[config.mk]
export PLATFORM = sky130hd
export DESIGN_NAME = scicsl_core
export DESIGN_NICKNAME = d
export VERILOG_FILES = /design/src/core/scicsl_core.v
export VERILOG_INCLUDE_DIRS = /design/src /design/src/core
export SDC_FILE = /design/constraint.sdc
export NUM_CORES = 1
export LEC_CHECK = 0
export BUFFER_PORTS_ARGS = -buffer_cell sky130_fd_sc_hd__buf_2
export CORE_UTILIZATION = 53
export DETAILED_ROUTE_END_ITERATION = 12
export GPL_ROUTABILITY_DRIVEN = 0
export PLACE_DENSITY_LB_ADDON = 0.25
export SYNTH_ARGS = -nofsm -noshare
export SYNTH_HDL_FRONTEND = slang
export SYNTH_SLANG_ARGS = --single-unit
[constraint.sdc]
create_clock -name ref_clk_i -period 5.21 [get_ports ref_clk_i]
set_input_delay 0.7815 -clock ref_clk_i [delete_from_list [all_inputs] [get_ports ref_clk_i]]
set_output_delay 0.7815 -clock ref_clk_i [all_outputs]
set_load 0.1 [all_outputs]
[src/core/scicsl_regs.vh]
// Register map, field positions and fixed counts of the serial control and status logic.
// Functional notes
// - Transmission-complete flag raises transmitter interrupt when enabled.
// - Receive-full or idle raise receiver interrupt.
// - Enabling transmitter first sends all-ones preamble.
// - Disabling transmitter finishes current character first.
// - Re-enabling mid-character queues one idle character.
// - Transmitter and receiver enable bits ignore writes while module disabled.
// - Receiver disable keeps receiver flags unchanged.
// - Standby suppresses receiver interrupts; wake clears it.
// - Break toggle sends break plus one bit.
// - Break toggle replaces a pending preamble.
// - Received ninth bit or bit seven captured.
// - Transmit ninth bit loads with data byte.
// - Four error enables gate shared error interrupt.
// - Transmit-empty sets on transfer, two-step clear.
// - Transmission-complete set when nothing is being sent.
// - Receive-full sets on transfer, two-step clear.
// - Idle sets after a character of ones.
// - Idle armed only after a received character.
// - Overrun keeps old byte, drops new one.
// - Overrun clears only if seen before.
// - Noise flag sets on disagreeing samples.
// - Framing flag sets on zero stop bit.
// - Parity flag sets on parity mismatch.
// - Module disable forces empty and complete flags.
`ifndef SCICSL_REGS_VH
`define SCICSL_REGS_VH
`define SCICSL_AW 3
`define SCICSL_OFS_CTRL_ONE 3'h0
`define SCICSL_OFS_CTRL_TWO 3'h1
`define SCICSL_OFS_CTRL_THREE 3'h2
`define SCICSL_OFS_STATUS_ONE 3'h3
`define SCICSL_OFS_DATA 3'h4
// ctrl_one fields
`define SCICSL_C1_ENABLE 6
`define SCICSL_C1_NINE 4
`define SCICSL_C1_WAKE 3
`define SCICSL_C1_PEN 1
`define SCICSL_C1_PODD 0
// ctrl_two fields
`define SCICSL_C2_TXE_IE 7
`define SCICSL_C2_TC_IE 6
`define SCICSL_C2_RXF_IE 5
`define SCICSL_C2_IDLE_IE 4
`define SCICSL_C2_TX_ON 3
`define SCICSL_C2_RX_ON 2
`define SCICSL_C2_STBY 1
`define SCICSL_C2_BRK 0
// ctrl_three fields
`define SCICSL_C3_R8 7
`define SCICSL_C3_T8 6
// status_one fields, error enables in ctrl_three share positions 3..0
`define SCICSL_S_TXE 7
`define SCICSL_S_TC 6
`define SCICSL_S_RXF 5
`define SCICSL_S_IDLE 4
`define SCICSL_S_OVR 3
`define SCICSL_S_NSE 2
`define SCICSL_S_FRM 1
`define SCICSL_S_PAR 0
`define SCICSL_RST_C1 8'h00
`define SCICSL_RST_C2 8'h00
`define SCICSL_RST_EN 4'h0
// Frame lengths in bits and receiver oversampling.
`define SCICSL_LEN8 4'hA
`define SCICSL_LEN9 4'hB
`define SCICSL_PH_A 4'h7
`define SCICSL_PH_B 4'h8
`define SCICSL_PH_C 4'h9
`define SCICSL_IDLE8 8'hA0
`define SCICSL_IDLE9 8'hB0
`define SCICSL_ST_HUNT 2'h1
`define SCICSL_ST_RECV 2'h2
`endif

[src/core/scicsl_core.v]
// Control, status, transmitter and receiver logic of the asynchronous serial interface.
//
// Added by the designer: strobed register access and the address map.
`include "scicsl_regs.vh"
module scicsl_core (
	input wire ref_clk_i,
	input wire rstn_i,
	input wire [2:0] addr_i,
	input wire [7:0] wdata_i,
	input wire wr_i,
	input wire rd_i,
	output reg [7:0] rdata_o,
	input wire tx_tick_i,
	input wire rx_tick_i,
	input wire rx_pin_i,
	output reg tx_pin_o,
	output reg tx_irq_o,
	output reg rx_irq_o,
	output reg err_irq_o
);
	reg [7:0] c1_q;
	reg [7:0] c2_q;
	reg [3:0] err_en_q;
	reg txe_q, tc_q, rxf_q, idle_q, ovr_q, nse_q, frm_q, par_q;
	reg [7:0] snap_q;
	reg [7:0] tx_data_q;
	reg tx_ninth_q;
	reg [7:0] rx_data_q;
	reg rx_ninth_q;
	reg tx_busy_q, pre_pend_q, brk_pend_q, after_brk_q;
	reg [10:0] tx_sh_q;
	reg [3:0] tx_cnt_q;
	reg rx_s1_q, rx_s2_q;
	reg [1:0] rx_st_q;
	reg [3:0] rx_ph_q;
	reg [3:0] rx_bit_q;
	reg [10:0] rx_sh_q;
	reg smp_a_q, smp_b_q, nacc_q;
	reg [7:0] idle_cnt_q;
	reg idle_arm_q;
	wire en = c1_q[`SCICSL_C1_ENABLE];
	wire nine = c1_q[`SCICSL_C1_NINE];
	wire pen = c1_q[`SCICSL_C1_PEN];
	wire podd = c1_q[`SCICSL_C1_PODD];
	wire tx_on = c2_q[`SCICSL_C2_TX_ON];
	wire rx_on = c2_q[`SCICSL_C2_RX_ON];
	wire stby = c2_q[`SCICSL_C2_STBY];
	wire send_break_ctl = c2_q[`SCICSL_C2_BRK];
	wire [3:0] flen = nine ? `SCICSL_LEN9 : `SCICSL_LEN8;
	wire [7:0] idle_lim = nine ? `SCICSL_IDLE9 : `SCICSL_IDLE8;
	wire [7:0] stat = {txe_q, tc_q, rxf_q, idle_q, ovr_q, nse_q, frm_q, par_q};
	wire wr_c2 = wr_i && (addr_i == `SCICSL_OFS_CTRL_TWO);
	wire rd_st = rd_i && (addr_i == `SCICSL_OFS_STATUS_ONE);
	wire rd_dat = rd_i && (addr_i == `SCICSL_OFS_DATA);
	wire wr_dat = wr_i && (addr_i == `SCICSL_OFS_DATA);

	// Transmit frame: start bit, data with optional parity, ninth bit, stop bit, LSB first.
	wire tx_par = (nine ? ^tx_data_q : ^tx_data_q[6:0]) ^ podd;
	wire tx_b7 = (pen && !nine) ? tx_par : tx_data_q[7];
	wire tx_b8 = pen ? tx_par : tx_ninth_q;
	wire [10:0] tx_frame = nine ? {1'b1, tx_b8, tx_b7, tx_data_q[6:0], 1'b0} : {2'b11, tx_b7, tx_data_q[6:0], 1'b0};
	wire tx_slot = tx_tick_i && (!tx_busy_q || tx_cnt_q == 4'h0);
	wire tx_go = en && tx_on;
	wire ld_brk = tx_slot && tx_go && (send_break_ctl || brk_pend_q);
	wire ld_one = tx_slot && tx_go && !ld_brk && after_brk_q;
	wire ld_pre = tx_slot && tx_go && !ld_brk && !ld_one && pre_pend_q;
	wire ld_dat = tx_slot && tx_go && !ld_brk && !ld_one && !ld_pre && !txe_q;

	// Receiver sampling: majority of three mid-bit samples.
	wire rx_run = en && rx_on;
	wire rx_in = rx_s2_q;
	wire maj = (smp_a_q & smp_b_q) | (smp_a_q & rx_in) | (smp_b_q & rx_in);
	wire noisy = !((smp_a_q == smp_b_q) && (smp_b_q == rx_in));
	wire rx_dec = rx_run && rx_tick_i && rx_st_q == `SCICSL_ST_RECV && rx_ph_q == `SCICSL_PH_C;
	wire rx_last = rx_dec && rx_bit_q != 4'h0 && rx_bit_q == flen - 4'h1;
	wire [10:0] rx_v = {maj, rx_sh_q[10:1]};
	wire [7:0] rx_byte = nine ? rx_v[8:1] : rx_v[9:2];
	wire rx_msb = nine ? rx_v[9] : rx_v[9];
	wire rx_perr = (nine ? (^rx_v[8:1] ^ rx_v[9]) : ^rx_v[9:2]) ^ podd;
	wire addr_wake = stby && c1_q[`SCICSL_C1_WAKE] && rx_msb;
	wire rx_take = rx_last && (!stby || addr_wake);
	wire rx_store = rx_take && !rxf_q;
	wire idle_hit = rx_run && rx_tick_i && rx_in && rx_st_q == `SCICSL_ST_HUNT && idle_cnt_q == idle_lim - 8'h01;

	// Control registers and the two-step flag snapshot.
	always @(posedge ref_clk_i or negedge rstn_i) begin
		if (!rstn_i) begin
			c1_q <= `SCICSL_RST_C1;
			c2_q <= `SCICSL_RST_C2;
			err_en_q <= `SCICSL_RST_EN;
			snap_q <= 8'h00;
		end else begin
			if (wr_i && addr_i == `SCICSL_OFS_CTRL_ONE)
				c1_q <= wdata_i;
			if (wr_c2) begin
				c2_q[7:4] <= wdata_i[7:4];
				c2_q[1:0] <= wdata_i[1:0];
				if (en) begin
					c2_q[`SCICSL_C2_TX_ON] <= wdata_i[`SCICSL_C2_TX_ON];
					c2_q[`SCICSL_C2_RX_ON] <= wdata_i[`SCICSL_C2_RX_ON];
				end
			end
			// A wake event ends standby; it overrides a write in the same cycle.
			if (stby && (addr_wake && rx_last || idle_hit && !c1_q[`SCICSL_C1_WAKE]))
				c2_q[`SCICSL_C2_STBY] <= 1'b0;
			if (wr_i && addr_i == `SCICSL_OFS_CTRL_THREE)
				err_en_q <= wdata_i[3:0];
			if (rd_st)
				snap_q <= stat;
			else begin
				if (rd_dat)
					snap_q[5:0] <= 6'h00;
				if (wr_dat)
					snap_q[`SCICSL_S_TXE] <= 1'b0;
			end
		end
	end

	// Data and ninth bits are not touched by reset.
	always @(posedge ref_clk_i) begin
		if (wr_dat)
			tx_data_q <= wdata_i;
		if (wr_i && addr_i == `SCICSL_OFS_CTRL_THREE)
			tx_ninth_q <= wdata_i[`SCICSL_C3_T8];
		if (rx_store) begin
			rx_data_q <= rx_byte;
			rx_ninth_q <= rx_msb;
		end
	end

	// Transmitter engine.
	always @(posedge ref_clk_i or negedge rstn_i) begin
		if (!rstn_i) begin
			tx_pin_o <= 1'b1;
			tx_busy_q <= 1'b0;
			tx_sh_q <= 11'h7FF;
			tx_cnt_q <= 4'h0;
			pre_pend_q <= 1'b0;
			brk_pend_q <= 1'b0;
			after_brk_q <= 1'b0;
			txe_q <= 1'b1;
			tc_q <= 1'b1;
		end else if (!en) begin
			tx_pin_o <= 1'b1;
			tx_busy_q <= 1'b0;
			tx_cnt_q <= 4'h0;
			pre_pend_q <= 1'b0;
			brk_pend_q <= 1'b0;
			after_brk_q <= 1'b0;
			txe_q <= 1'b1;
			tc_q <= 1'b1;
		end else begin
			if (tx_tick_i && tx_busy_q && tx_cnt_q != 4'h0) begin
				tx_pin_o <= tx_sh_q[0];
				tx_sh_q <= {1'b1, tx_sh_q[10:1]};
				tx_cnt_q <= tx_cnt_q - 4'h1;
			end else if (tx_slot) begin
				// The shifter keeps running with the transmitter off, so a character is cut only by clearing the module enable.
				tx_busy_q <= ld_brk | ld_one | ld_pre | ld_dat;
				tx_pin_o <= ld_brk ? 1'b0 : ld_dat ? tx_frame[0] : 1'b1;
				tx_sh_q <= ld_brk ? 11'h000 : ld_dat ? {1'b1, tx_frame[10:1]} : 11'h7FF;
				tx_cnt_q <= ld_one ? 4'h0 : (ld_brk | ld_pre | ld_dat) ? flen - 4'h1 : 4'h0;
			end
			if (ld_brk) begin
				brk_pend_q <= 1'b0;
				pre_pend_q <= 1'b0;
				after_brk_q <= 1'b1;
			end
			if (ld_one)
				after_brk_q <= 1'b0;
			if (ld_pre)
				pre_pend_q <= 1'b0;
			if (wr_c2 && !tx_on && wdata_i[`SCICSL_C2_TX_ON])
				pre_pend_q <= 1'b1;
			if (wr_c2 && send_break_ctl && !wdata_i[`SCICSL_C2_BRK])
				brk_pend_q <= 1'b1;
			if (wr_dat && snap_q[`SCICSL_S_TXE])
				txe_q <= 1'b0;
			if (ld_dat)
				txe_q <= 1'b1;
			// A data write that fills the buffer this cycle must not leave complete set beside it.
			tc_q <= txe_q && !ld_dat && !tx_busy_q && !pre_pend_q && !brk_pend_q && !after_brk_q
				&& !(wr_dat && snap_q[`SCICSL_S_TXE])
				&& !(send_break_ctl && tx_on) && !(tx_slot && tx_go);
		end
	end

	// Receiver input synchroniser, bit sampler and idle counter.
	always @(posedge ref_clk_i or negedge rstn_i) begin
		if (!rstn_i) begin
			rx_s1_q <= 1'b1;
			rx_s2_q <= 1'b1;
			rx_st_q <= `SCICSL_ST_HUNT;
			rx_ph_q <= 4'h0;
			rx_bit_q <= 4'h0;
			rx_sh_q <= 11'h000;
			smp_a_q <= 1'b1;
			smp_b_q <= 1'b1;
			nacc_q <= 1'b0;
			idle_cnt_q <= 8'h00;
			idle_arm_q <= 1'b0;
		end else begin
			rx_s1_q <= rx_pin_i;
			rx_s2_q <= rx_s1_q;
			if (!rx_run) begin
				// Stops the receiver only; the flags keep their values.
				rx_st_q <= `SCICSL_ST_HUNT;
				idle_cnt_q <= 8'h00;
				idle_arm_q <= 1'b0;
			end else if (rx_tick_i) begin
				case (rx_st_q)
				`SCICSL_ST_HUNT: begin
					if (!rx_in) begin
						rx_st_q <= `SCICSL_ST_RECV;
						rx_ph_q <= 4'h1;
						rx_bit_q <= 4'h0;
						nacc_q <= 1'b0;
						idle_cnt_q <= 8'h00;
					end else if (idle_cnt_q != idle_lim)
						idle_cnt_q <= idle_cnt_q + 8'h01;
				end
				`SCICSL_ST_RECV: begin
					rx_ph_q <= rx_ph_q + 4'h1;
					if (rx_ph_q == `SCICSL_PH_A)
						smp_a_q <= rx_in;
					if (rx_ph_q == `SCICSL_PH_B)
						smp_b_q <= rx_in;
					if (rx_dec) begin
						rx_sh_q <= rx_v;
						rx_bit_q <= rx_bit_q + 4'h1;
						nacc_q <= nacc_q | noisy;
						if (rx_bit_q == 4'h0 && maj)
							rx_st_q <= `SCICSL_ST_HUNT;
						if (rx_last)
							rx_st_q <= `SCICSL_ST_HUNT;
					end
				end
				default: rx_st_q <= `SCICSL_ST_HUNT;
				endcase
			end
			if (rx_run && rx_store)
				idle_arm_q <= 1'b1;
			if (idle_hit)
				idle_arm_q <= 1'b0;
		end
	end

	// Receiver flags: the read clear applies only to flags seen by the status read; a set wins.
	always @(posedge ref_clk_i or negedge rstn_i) begin
		if (!rstn_i) begin
			rxf_q <= 1'b0;
			idle_q <= 1'b0;
			ovr_q <= 1'b0;
			nse_q <= 1'b0;
			frm_q <= 1'b0;
			par_q <= 1'b0;
		end else begin
			if (rd_dat) begin
				rxf_q <= rxf_q & ~snap_q[`SCICSL_S_RXF];
				idle_q <= idle_q & ~snap_q[`SCICSL_S_IDLE];
				ovr_q <= ovr_q & ~snap_q[`SCICSL_S_OVR];
				nse_q <= nse_q & ~snap_q[`SCICSL_S_NSE];
				frm_q <= frm_q & ~snap_q[`SCICSL_S_FRM];
				par_q <= par_q & ~snap_q[`SCICSL_S_PAR];
			end
			if (rx_take && rxf_q)
				ovr_q <= 1'b1;
			if (rx_store) begin
				rxf_q <= 1'b1;
				if (nacc_q | noisy)
					nse_q <= 1'b1;
				if (!maj)
					frm_q <= 1'b1;
				if (pen && rx_perr)
					par_q <= 1'b1;
			end
			if (idle_hit && idle_arm_q)
				idle_q <= 1'b1;
		end
	end

	// Register read port and interrupt requests.
	always @(posedge ref_clk_i or negedge rstn_i) begin
		if (!rstn_i) begin
			rdata_o <= 8'h00;
			tx_irq_o <= 1'b0;
			rx_irq_o <= 1'b0;
			err_irq_o <= 1'b0;
		end else begin
			case (addr_i)
			`SCICSL_OFS_CTRL_ONE: rdata_o <= rd_i ? c1_q : 8'h00;
			`SCICSL_OFS_CTRL_TWO: rdata_o <= rd_i ? c2_q : 8'h00;
			`SCICSL_OFS_CTRL_THREE: rdata_o <= rd_i ? {rx_ninth_q, tx_ninth_q, 2'b00, err_en_q} : 8'h00;
			`SCICSL_OFS_STATUS_ONE: rdata_o <= rd_i ? stat : 8'h00;
			`SCICSL_OFS_DATA: rdata_o <= rd_i ? rx_data_q : 8'h00;
			default: rdata_o <= 8'h00;
			endcase
			tx_irq_o <= en && (c2_q[`SCICSL_C2_TXE_IE] && txe_q || c2_q[`SCICSL_C2_TC_IE] && tc_q);
			rx_irq_o <= !stby && (c2_q[`SCICSL_C2_RXF_IE] && rxf_q || c2_q[`SCICSL_C2_IDLE_IE] && idle_q);
			err_irq_o <= |(err_en_q & stat[3:0]);
		end
	end
endmodule

Word-level counts from Yosys, hierarchy flattened
Index checks and enable logic that the tools add are counted.
- flip-flop bits (word level): 119
- output and inout port bits: 12
- eq/ne operators: 30
- mux-type cells: 88
- bitwise logic cells: 27
- reduce and logical (&&, ||, !) cells: 114
- $add $sub $neg: 6
- operator list (kind ; number):
    8-bit 2-to-1 mux ; 11
    1-bit logical AND ; 61
    1-bit 2-to-1 mux ; 49
    8-bit case mux with 5 select lines ; 1
    11-bit 2-to-1 mux ; 3
    4-bit 2-to-1 mux ; 8
    8-bit parity ; 3
    4-bit AND reduction ; 5
    1-bit logical NOT ; 19
    4-bit case mux with 2 select lines ; 2
    2-bit nonzero test ; 8
    3-bit by 1-bit != test with 1-bit output, second input constant ; 5
    2-bit 2-to-1 mux ; 7
    6-bit 2-to-1 mux ; 2
    10-bit 2-to-1 mux ; 1
    1-bit bitwise AND ; 9
    9-bit 2-to-1 mux ; 1
    4-bit by 1-bit adder with 4-bit output, second input constant ; 2
    8-bit by 1-bit adder with 8-bit output, second input constant ; 1
    4-bit equality test, second input constant ; 2
    8-bit equality test ; 1
    4-bit logical NOT ; 2
    2-bit != test, second input constant ; 4
    8-bit != test ; 1
    30 further kinds ; 57

Longest topological paths before layout
Gate-level depths: netlist of run 1.
- depth in word-level cells: 24
- mapped depth: 8

Worst setup path before layout of run 1
OpenSTA, ideal clock, no wires.
- kind: input port to flip-flop
- start point: in addr_i[0]
- end point: reg tc_q
- setup slack: 2887 ps
- setup time: 87 ps
- stages: 6
- arrival time: 2236 ps
- cell sequence: clkbuf_1 -> nand2b_1 -> nor3b_1 -> nand2_1 -> nand4_1 -> nand2_1
- cells in the longest elaborated chain, start to end: 8
- ends and longest elaborated chain (element ; RTL line ; text):
    from (decl) ; scicsl_core.v:8 ; input wire [2:0] addr_i,
    3-bit equality test ; n/a ;
    1-bit logical AND ; scicsl_core.v:55 ; wire wr_dat = wr_i && (addr_i == `SCICSL_OFS_DATA);
    named net wr_dat ; scicsl_core.v:55 ;
    1-bit logical AND ; scicsl_core.v:183 ; && !(wr_dat && snap_q[`SCICSL_S_TXE])
    1-bit logical NOT ; scicsl_core.v:183 ;
    1-bit logical AND (3 in a row) ; scicsl_core.v:182 ; tc_q <= txe_q && !ld_dat && !tx_busy_q && !pre_pend_q && !brk_pend_q && !after_brk_q
    1-bit 2-to-1 mux ; scicsl_core.v:143 ; end else if (!en) begin
    to (signal assigned) ; scicsl_core.v:182 ;
    to (decl) ; scicsl_core.v:24 ; reg txe_q, tc_q, rxf_q, idle_q, ovr_q, nse_q, frm_q, par_q;
The timed path passes the listed nets, and every way through them passes these cells.
A chain may end at the register's enable or synchronous reset.

Final worst setup path of run 1
- start point: reg c1_q[4]
- end point: reg rx_data_q[0], enable pin
- cells in the longest elaborated chain, start to end: 6
- ends and longest elaborated chain (element ; RTL line ; text):
    from (decl) ; scicsl_core.v:21 ; reg [7:0] c1_q;
    from (signal assigned) ; scicsl_core.v:88 ; c1_q <= `SCICSL_RST_C1;
    from (signal assigned) ; scicsl_core.v:94 ; c1_q <= wdata_i;
    1-bit 2-to-1 mux (no source line) ; n/a ;
    4-bit by 1-bit subtractor with 4-bit output ; scicsl_core.v:75 ; wire rx_last = rx_dec && rx_bit_q != 4'h0 && rx_bit_q == flen - 4'h1;
    4-bit equality test ; scicsl_core.v:75 ;
    1-bit logical AND ; scicsl_core.v:75 ;
    1-bit logical AND ; scicsl_core.v:81 ; wire rx_take = rx_last && (!stby || addr_wake);
    1-bit logical AND ; scicsl_core.v:82 ; wire rx_store = rx_take && !rxf_q;
    to (signal assigned) ; scicsl_core.v:126 ; rx_data_q <= rx_byte;
    to (decl) ; scicsl_core.v:28 ; reg [7:0] rx_data_q;
No other way between the ends.

==> key figures, run 1 <==
Outcome
  – Status: completed

Detailed routing
  – Drt via density: 5.836
  – Via count: 4021
  – DRC: 0
  – Post-Route WL: 12250 um
  – Router iterations before antenna repair: 4
  – Wire per inst: 17.78 um
  – Antenna viol nets, final: 0
  – Iter 0 DRT Violations: 275

Synth
  – Main synth FF type: dfrtp_1
  – Distinct cells, synth: 64
  – Sequential share of the synthesized area: 0.5378
  – Syn_nets: 537
  – Post-Syn Instances: 508
  – Mapped Avg Cell Area: 11.13 sq um
  – Async SR Flop Fraction: 0.8462
  – Post-synth EDFFs: 18
  – Yosys reg bits: 117
  – Cell area after synthesis: 0.005655 sq mm
  – Yosys warnings: 0

Floorplan
  – Die X: 105.3 um
  – Die Area: 0.01109 sq mm
  – Starting Density: 0.5478
  – I/O Pins: 30
  – Core Area: 0.01032 sq mm
  – Number of cell rows: 37
  – Die Height: 105.3 um

Power
  – Internal power: 0.001869 W
  – P per Cell Area: 396.0 mW/mm^2
  – Combinational share of power: 0.138
  – Sequential power share: 0.437
  – NetSw: 0.0007012 W
  – Clock network power share: 0.425
  – Leakage: 2.828 nW
  – Sw Ratio: 0.2729
  – Max VDD drop: 0.0003298 V

STA
  – Slew @ Worst Pin: 0.8516 ns
  – Final-report max-slew violation count: 0
  – Min Tclk post-route: 2.391 ns
  – Fmax: 418.2 MHz
  – Setup TNS: 0 ns
  – RSZ-0062 raised after global routing: no
  – Tcrit/Tclk final: 0.4590
  – Count of final setup violators: 0
  – Hold Slack: 0.3549 ns
  – Slew Limit Headroom: 0.4302
  – Skew final: 0.01016 ns
  – Final Hold Viols: 0

Placed design
  – DP HPWL: 8599 um
  – Port bufs: 29
  – Placed cell count: 657

Global route
  – Largest net degree at the start of global routing: 66
  – Vias in the first global route: 4109
  – Gr usage total: 0.2464
  – Remaining Overflow, GRT: 0
  – First-pass GRT wire length: 20980 um
  – Initial antenna violation count: 0

Worst hold path
  – Worst Hold Class: reg -> reg
  – Worst hold endpoint: rx_in$_DFF_PN1_
  – Hold depth: 0
  – Hold_sp: rx_s1_q$_DFF_PN1_

Job
  – Max-Cap Viols: 0

Clocking
  – Post-CTS Hold Buffers: 0
  – Clock Sink Count: 117
  – Root buf cell: clkbuf_8
  – Total CTS buffers: 17
  – Clk slew on worst S/H paths: 0.06 ns
  – H-tree depth: 4
  – Worst-skew pair later-pin latency: 0.52 ns
  – CTS Buffer Depth: 2
  – Post-CTS Setup Bufs: 0
  – Post-CTS sizing: 0
  – CTS tree: done

Worst setup path
  – Worst Setup Path Type: reg -> reg
  – Worst r2r src: c1_q[4]$_DFFE_PN0P_
  – Max incr delay on CP: 0.65 ns
  – Arrival time worst endpoint: 2.60 ns
  – Worst Path Max Fanout: 22
  – Critical path capture point type: flip-flop
  – CP Cell Sequence: or3b_1 > a221o_1 > or3b_4 > clkinv_2
  – R2R cell count: 4
  – R2R Setup Slk: 2.82 ns
  – Slowest stage cell, crit path: dfrtp_1
  – Reg2reg end: rx_data_q[0]$_DFFE_PN_
  – WP data required: 5.42 ns
  – Startpoint Class: flip-flop

Final layout
  – Final instance count without filler cells: 689
  – Share of cells above drive strength 1: 0.2387
  – Layout Nets: 569
  – Diodes inserted: 0
  – Synth-to-Final Area Change: 14.76%
state kept, by name, indices dropped and copies added, names as in the netlist, 2 cells and up:
signal      count
rx_sh_q         9
snap_q          7
rx_ph_q         4
tx_data_q       8
rx_data_q       8
c2_q            8
tx_cnt_q        4
tx_sh_q        11
err_en_q        4
rdata_o         8
c1_q            8
idle_cnt_q      8
rx_st_q         2
rx_bit_q        4
cells in the mapped netlist (all sizes together), types with 2 or more instances:
master / count / area (sq um)
nand4: 4 / 25.02
o31ai: 2 / 20.02
and3: 4 / 25.02
nand4b: 3 / 26.28
a221o: 2 / 20.02
dfrtp: 80 / 2002
dfstp: 19 / 499.2
a22o: 11 / 96.34
a22oi: 17 / 127.6
o21ai: 41 / 205.2
nand3: 7 / 35.03
mux2i: 13 / 130.1
o2111ai: 2 / 17.52
a2bb2oi: 2 / 17.52
inv: 15 / 56.30
mux2: 39 / 439.2
nand2: 46 / 172.7
ha: 11 / 137.6
xnor2: 14 / 122.6
a21boi: 2 / 15.01
a32oi: 2 / 17.52
o21bai: 2 / 15.01
a21oi: 25 / 125.1
xor2: 8 / 70.07
o22ai: 3 / 18.77
nor3: 7 / 45.04
clkbuf: 17 / 63.81
and2: 7 / 43.80
buf: 3 / 12.51
edfxtp: 18 / 540.5
or3b: 2 / 20.02
nand2b: 6 / 37.54
nor3b: 3 / 27.52
nand3b: 4 / 30.03
a31oi: 6 / 43.79
nor2: 33 / 123.9
nor2b: 9 / 56.30
cell type report:
| class | count | area [sq um] |
|---|---|---|
| Sequential cell | 117 | 3042 |
| Inverter | 16 | 61.31 |
| Clock inverter | 11 | 108.9 |
| Clock buffer | 21 | 449.2 |
| Tap cell | 136 | 170.2 |
| Multi-Input combinational cell | 355 | 2481 |
| Fill cell | 823 | 3834 |
| Timing Repair Buffer | 33 | 177.7 |
worst max-delay path by stage:
stage / startpoint / endpoint / slack [ns] / depth (start not counted)
global placement: addr_i[2] / snap_q[3]$_DFFE_PN0P_ / 2.85 / 5
global route: c1_q[4]$_DFFE_PN0P_ / rx_data_q[0]$_DFFE_PN_ / 2.68 / 4
detailed placement: addr_i[2] / snap_q[5]$_DFFE_PN0P_ / 2.72 / 5
floorplan: addr_i[0] / tc_q$_DFF_PN1_ / 2.89 / 6
CTS: c1_q[4]$_DFFE_PN0P_ / rx_data_q[0]$_DFFE_PN_ / 2.83 / 4
finish: c1_q[4]$_DFFE_PN0P_ / rx_data_q[0]$_DFFE_PN_ / 2.82 / 4
metal layers:
layer,track usage,up-vias,routed length [um]
li1,-,1907,-
met1,0.3282,2006,5582
met2,0.3990,91,5989
met3,0.04700,17,492
met4,0.09859,0,186
met5,0,-,0
power groups by stage:
stage	combinational, W	clock, W	sequential, W
after floorplan	0.000233	0	0.00115
after global placement	0.000341	0	0.00113
after detailed placement	0.000354	0	0.00114
after CTS	0.000358	0.00110	0.00112
after global routing	0.000393	0.00114	0.00114
final	0.000355	0.00109	0.00112
worst max-delay path, delay by kind of cell, from the launching register on:
kind | cells | cell delay, ns
AND/OR/NAND/NOR | 2 | 0.89
AO/OA/AOI/OAI | 1 | 0.38
flip-flops | 1 | 0.65
buffers and inverters | 1 | 0.15
cells by family (layout without fill, tap and decap cells):
family                   count (synthesis)  count (layout)  synth area share
AO/OA/AOI/OAI                          126             126            0.1449
XOR/XNOR                                23              23           0.03805
adder cells (fa/ha/maj)                 11              11           0.02434
buffers and inverters                   36              81           0.02433
flip-flops                             117             117            0.5378
multiplexers                            52              52            0.1007
AND/OR/NAND/NOR                        143             143            0.1299
cell usage in the layout (no fill, tap or decap), types with 3 or more instances in the layout:
cell type	instances
a21oi_1	25
a22o_1	11
a22oi_1	17
a31oi_1	5
and2_1	6
and3_1	4
buf_2	28
buf_4	5
clkbuf_16	16
clkbuf_8	3
clkinv_2	9
dfrtp_1	80
dfstp_2	19
edfxtp_1	18
ha_1	11
inv_1	15
mux2_2	39
mux2i_1	13
nand2_1	46
nand2b_1	6
nand3_1	7
nand3b_1	4
nand4_1	4
nand4b_1	3
nor2_1	33
nor2b_1	9
nor3_1	4
nor3_2	3
o21ai_0	38
o21ai_1	3
o22ai_1	3
xnor2_1	14
xor2_1	8
metrics by stage:
| stage | area, sq um | utilization | total power [W] | setup WS [ns] |
|---|---|---|---|---|
| 2_1_floorplan | 5655 | - | 0.001378 | 2.887 |
| 3_3_place_gp | 5932 | 0.5746 | 0.001476 | 2.847 |
| 3_5_place_dp | 5932 | 0.5746 | 0.001491 | 2.722 |
| 4_1_cts | 6490 | 0.6287 | 0.002586 | 2.826 |
| 5_1_grt | 6490 | 0.6287 | 0.002675 | 2.685 |
| 6_report | 6490 | 0.6287 | 0.002570 | 2.819 |
(Power assumes the default switching activity.)
==> run 2: changes to the inputs <==
clock period = 2.07 ns   (was 5.21 ns; I/O delays follow)
==> key figures, run 2 (synthesized netlist as in run 1, its figures left out) <==
Outcome
  – Status: completed

Global route
  – Initial antenna violation count: 0
  – Gr usage total: 0.2515
  – Vias in the first global route: 4264
  – Largest net degree at the start of global routing: 40
  – First-pass GRT wire length: 21260 um
  – Remaining Overflow, GRT: 0

Clocking
  – CTS Buffer Depth: 2
  – H-tree depth: 4
  – CTS tree: done
  – Post-CTS Setup Bufs: 0
  – Total CTS buffers: 17
  – Root buf cell: clkbuf_8
  – Worst-skew pair later-pin latency: 0.53 ns
  – Clock Sink Count: 117
  – Clk slew on worst S/H paths: 0.06 ns

Detailed routing
  – Router iterations before antenna repair: 5
  – Post-Route WL: 12730 um
  – Iter 0 DRT Violations: 245
  – Antenna viol nets, final: 0
  – Drt via density: 5.833
  – DRC: 0
  – Wire per inst: 18.03 um
  – Via count: 4118

Worst setup path
  – Arrival time worst endpoint: 2.22 ns
  – Worst Path Max Fanout: 11
  – Slowest stage cell, crit path: or3b_4
  – CP Cell Sequence: or3b_1 > a221o_1 > or3b_4 > inv_4
  – Max incr delay on CP: 0.41 ns
  – WP data required: 2.30 ns
  – CP Launch Point: rx_bit_q[1]$_DFFE_PN0P_
  – Startpoint Class: flip-flop
  – R2R Setup Slk: 0.07 ns
  – Critical path capture point type: flip-flop
  – Worst r2r src: rx_bit_q[1]$_DFFE_PN0P_
  – Worst Setup Path Type: reg -> reg

Final layout
  – Top reg by flops: tx_sh_q
  – Diodes inserted: 0
  – Multi-input combinational cell area: 0.002487 sq mm
  – Share of cells above drive strength 1: 0.2491
  – Fillers: 788
  – Flip-flop count of the largest register after layout: 11
  – Commonest non-fill, non-tap cell in the layout: dfrtp_1
  – Commonest non-fill, non-tap cells in the layout: 80 x dfrtp_1, 46 x nand2_1, 39 x mux2_2, 38 x o21ai_0, 33 x nor2_1
  – Synth-to-Final Area Change: 17.19%
  – Reg area: 0.003042 sq mm
  – Final Cell Area: 0.006628 sq mm
  – Biggest regs: tx_sh_q: 11 flops, rx_sh_q: 9 flops
  – Fin util: 0.6420
  – Layout Nets: 586

Floorplan
  – Starting Density: 0.5478
  – I/O Pins: 30
  – Number of cell rows: 37
  – Die Height: 105.3 um
  – Core Area: 0.01032 sq mm
  – Die Area: 0.01109 sq mm
  – Die X: 105.3 um

STA
  – Final-report max-slew violation count: 0
  – Min Tclk post-route: 1.998 ns
  – RSZ-0062 raised after global routing: no
  – Slew Limit Headroom: 0.6150
  – Final Hold Viols: 0
  – Setup TNS: 0 ns
  – Fmax: 500.6 MHz
  – Tcrit/Tclk final: 0.9651
  – Hold Slack: 0.03440 ns
  – Slew @ Worst Pin: 0.5762 ns
  – Count of final setup violators: 0
  – Skew final: 0.008996 ns

Power
  – Internal power: 0.004688 W
  – Combinational share of power: 0.149
  – NetSw: 0.001746 W
  – Leakage: 2.898 nW
  – Sw Ratio: 0.2714
  – Sequential power share: 0.436
  – Max VDD drop: 0.0005551 V
  – P per Cell Area: 970.8 mW/mm^2
  – Clock network power share: 0.415

Placed design
  – DP HPWL: 8766 um
  – Port bufs: 29
  – Placed Area: 0.006050 sq mm

Worst hold path
  – Worst Hold Class: in -> reg
  – Hold_sp: wdata_i[4]

Job
  – Max-Cap Viols: 0
## run 2: cell types whose count changed in the layout (fill, tap and decap cells not counted), sizes merged
cell,before,now
buf,33,47
clkbuf,21,28
clkinv,10,3
dlygate4sd3,0,3
bufinv,2,1
inv,15,16
## run 2: path summary, 6_finish.rpt
| kind | to | cells past startpoint |
|---|---|---|
| worst max-delay path | rx_data_q[4]$_DFFE_PN_ | 4 |
| max in group asynchronous | rx_s1_q$_DFF_PN1_ | 3 |
| min in group asynchronous | tx_busy_q$_DFFE_PN0P_ | 2 |
| worst min-delay path | tx_data_q[4]$_DFFE_PP_ | 1 |
| worst max register to register | rx_data_q[4]$_DFFE_PN_ | 4 |
| worst min register to register | rx_in$_DFF_PN1_ | 0 |
## run 2: through the flow
stage | setup slack, ns | std cells | power, W
5_1_grt | 0.006974 | 706 | 0.006700
3_5_place_dp | 0.07208 | 671 | 0.003786
2_1_floorplan | 0.1022 | 508 | 0.003469
4_1_cts | 0.06241 | 706 | 0.006482
3_3_place_gp | 0.1096 | 671 | 0.003745
6_report | 0.07225 | 706 | 0.006434
## run 2: power groups by stage
stage,clock [W],sequential (W),combinational (W)
global placement,0,0.00283,0.000918
CTS,0.00272,0.00281,0.000961
detailed placement,0,0.00284,0.000947
global route,0.00282,0.00283,0.00105
floorplan,0,0.00288,0.000587
finish,0.00267,0.00281,0.000957
## run 2: worst max-delay path, delay by kind of cell (launching register included)
| family | cells | cell delay (ns) |
|---|---|---|
| flops | 1 | 0.38 |
| compound gates | 1 | 0.38 |
| simple gates | 2 | 0.80 |
| buf+inv | 1 | 0.14 |
## run 2: area by class of cell
cell class | count | area share
well taps | 136 | 0.02567
clock inverters | 4 | 0.006796
repair buffers | 50 | 0.04908
flip-flops and latches | 117 | 0.4589
multi-input cells | 355 | 0.3753
inverters | 16 | 0.009439
clock buffers | 28 | 0.07476
## run 2: metal layers
metal,global-route usage,wire length [um],vias to the layer above
met1,0.3204,5561,2047
met5,0,0,-
li1,-,-,1941
met2,0.4140,6417,109
met3,0.06246,552,21
met4,0.09658,199,0
## run 2: repair_timing
item                       4_1_cts  5_1_grt
gates resized for setup          0        2
setup endpoints to repair        0       11
hold endpoints to repair        20        0
hold buffers                     3        0
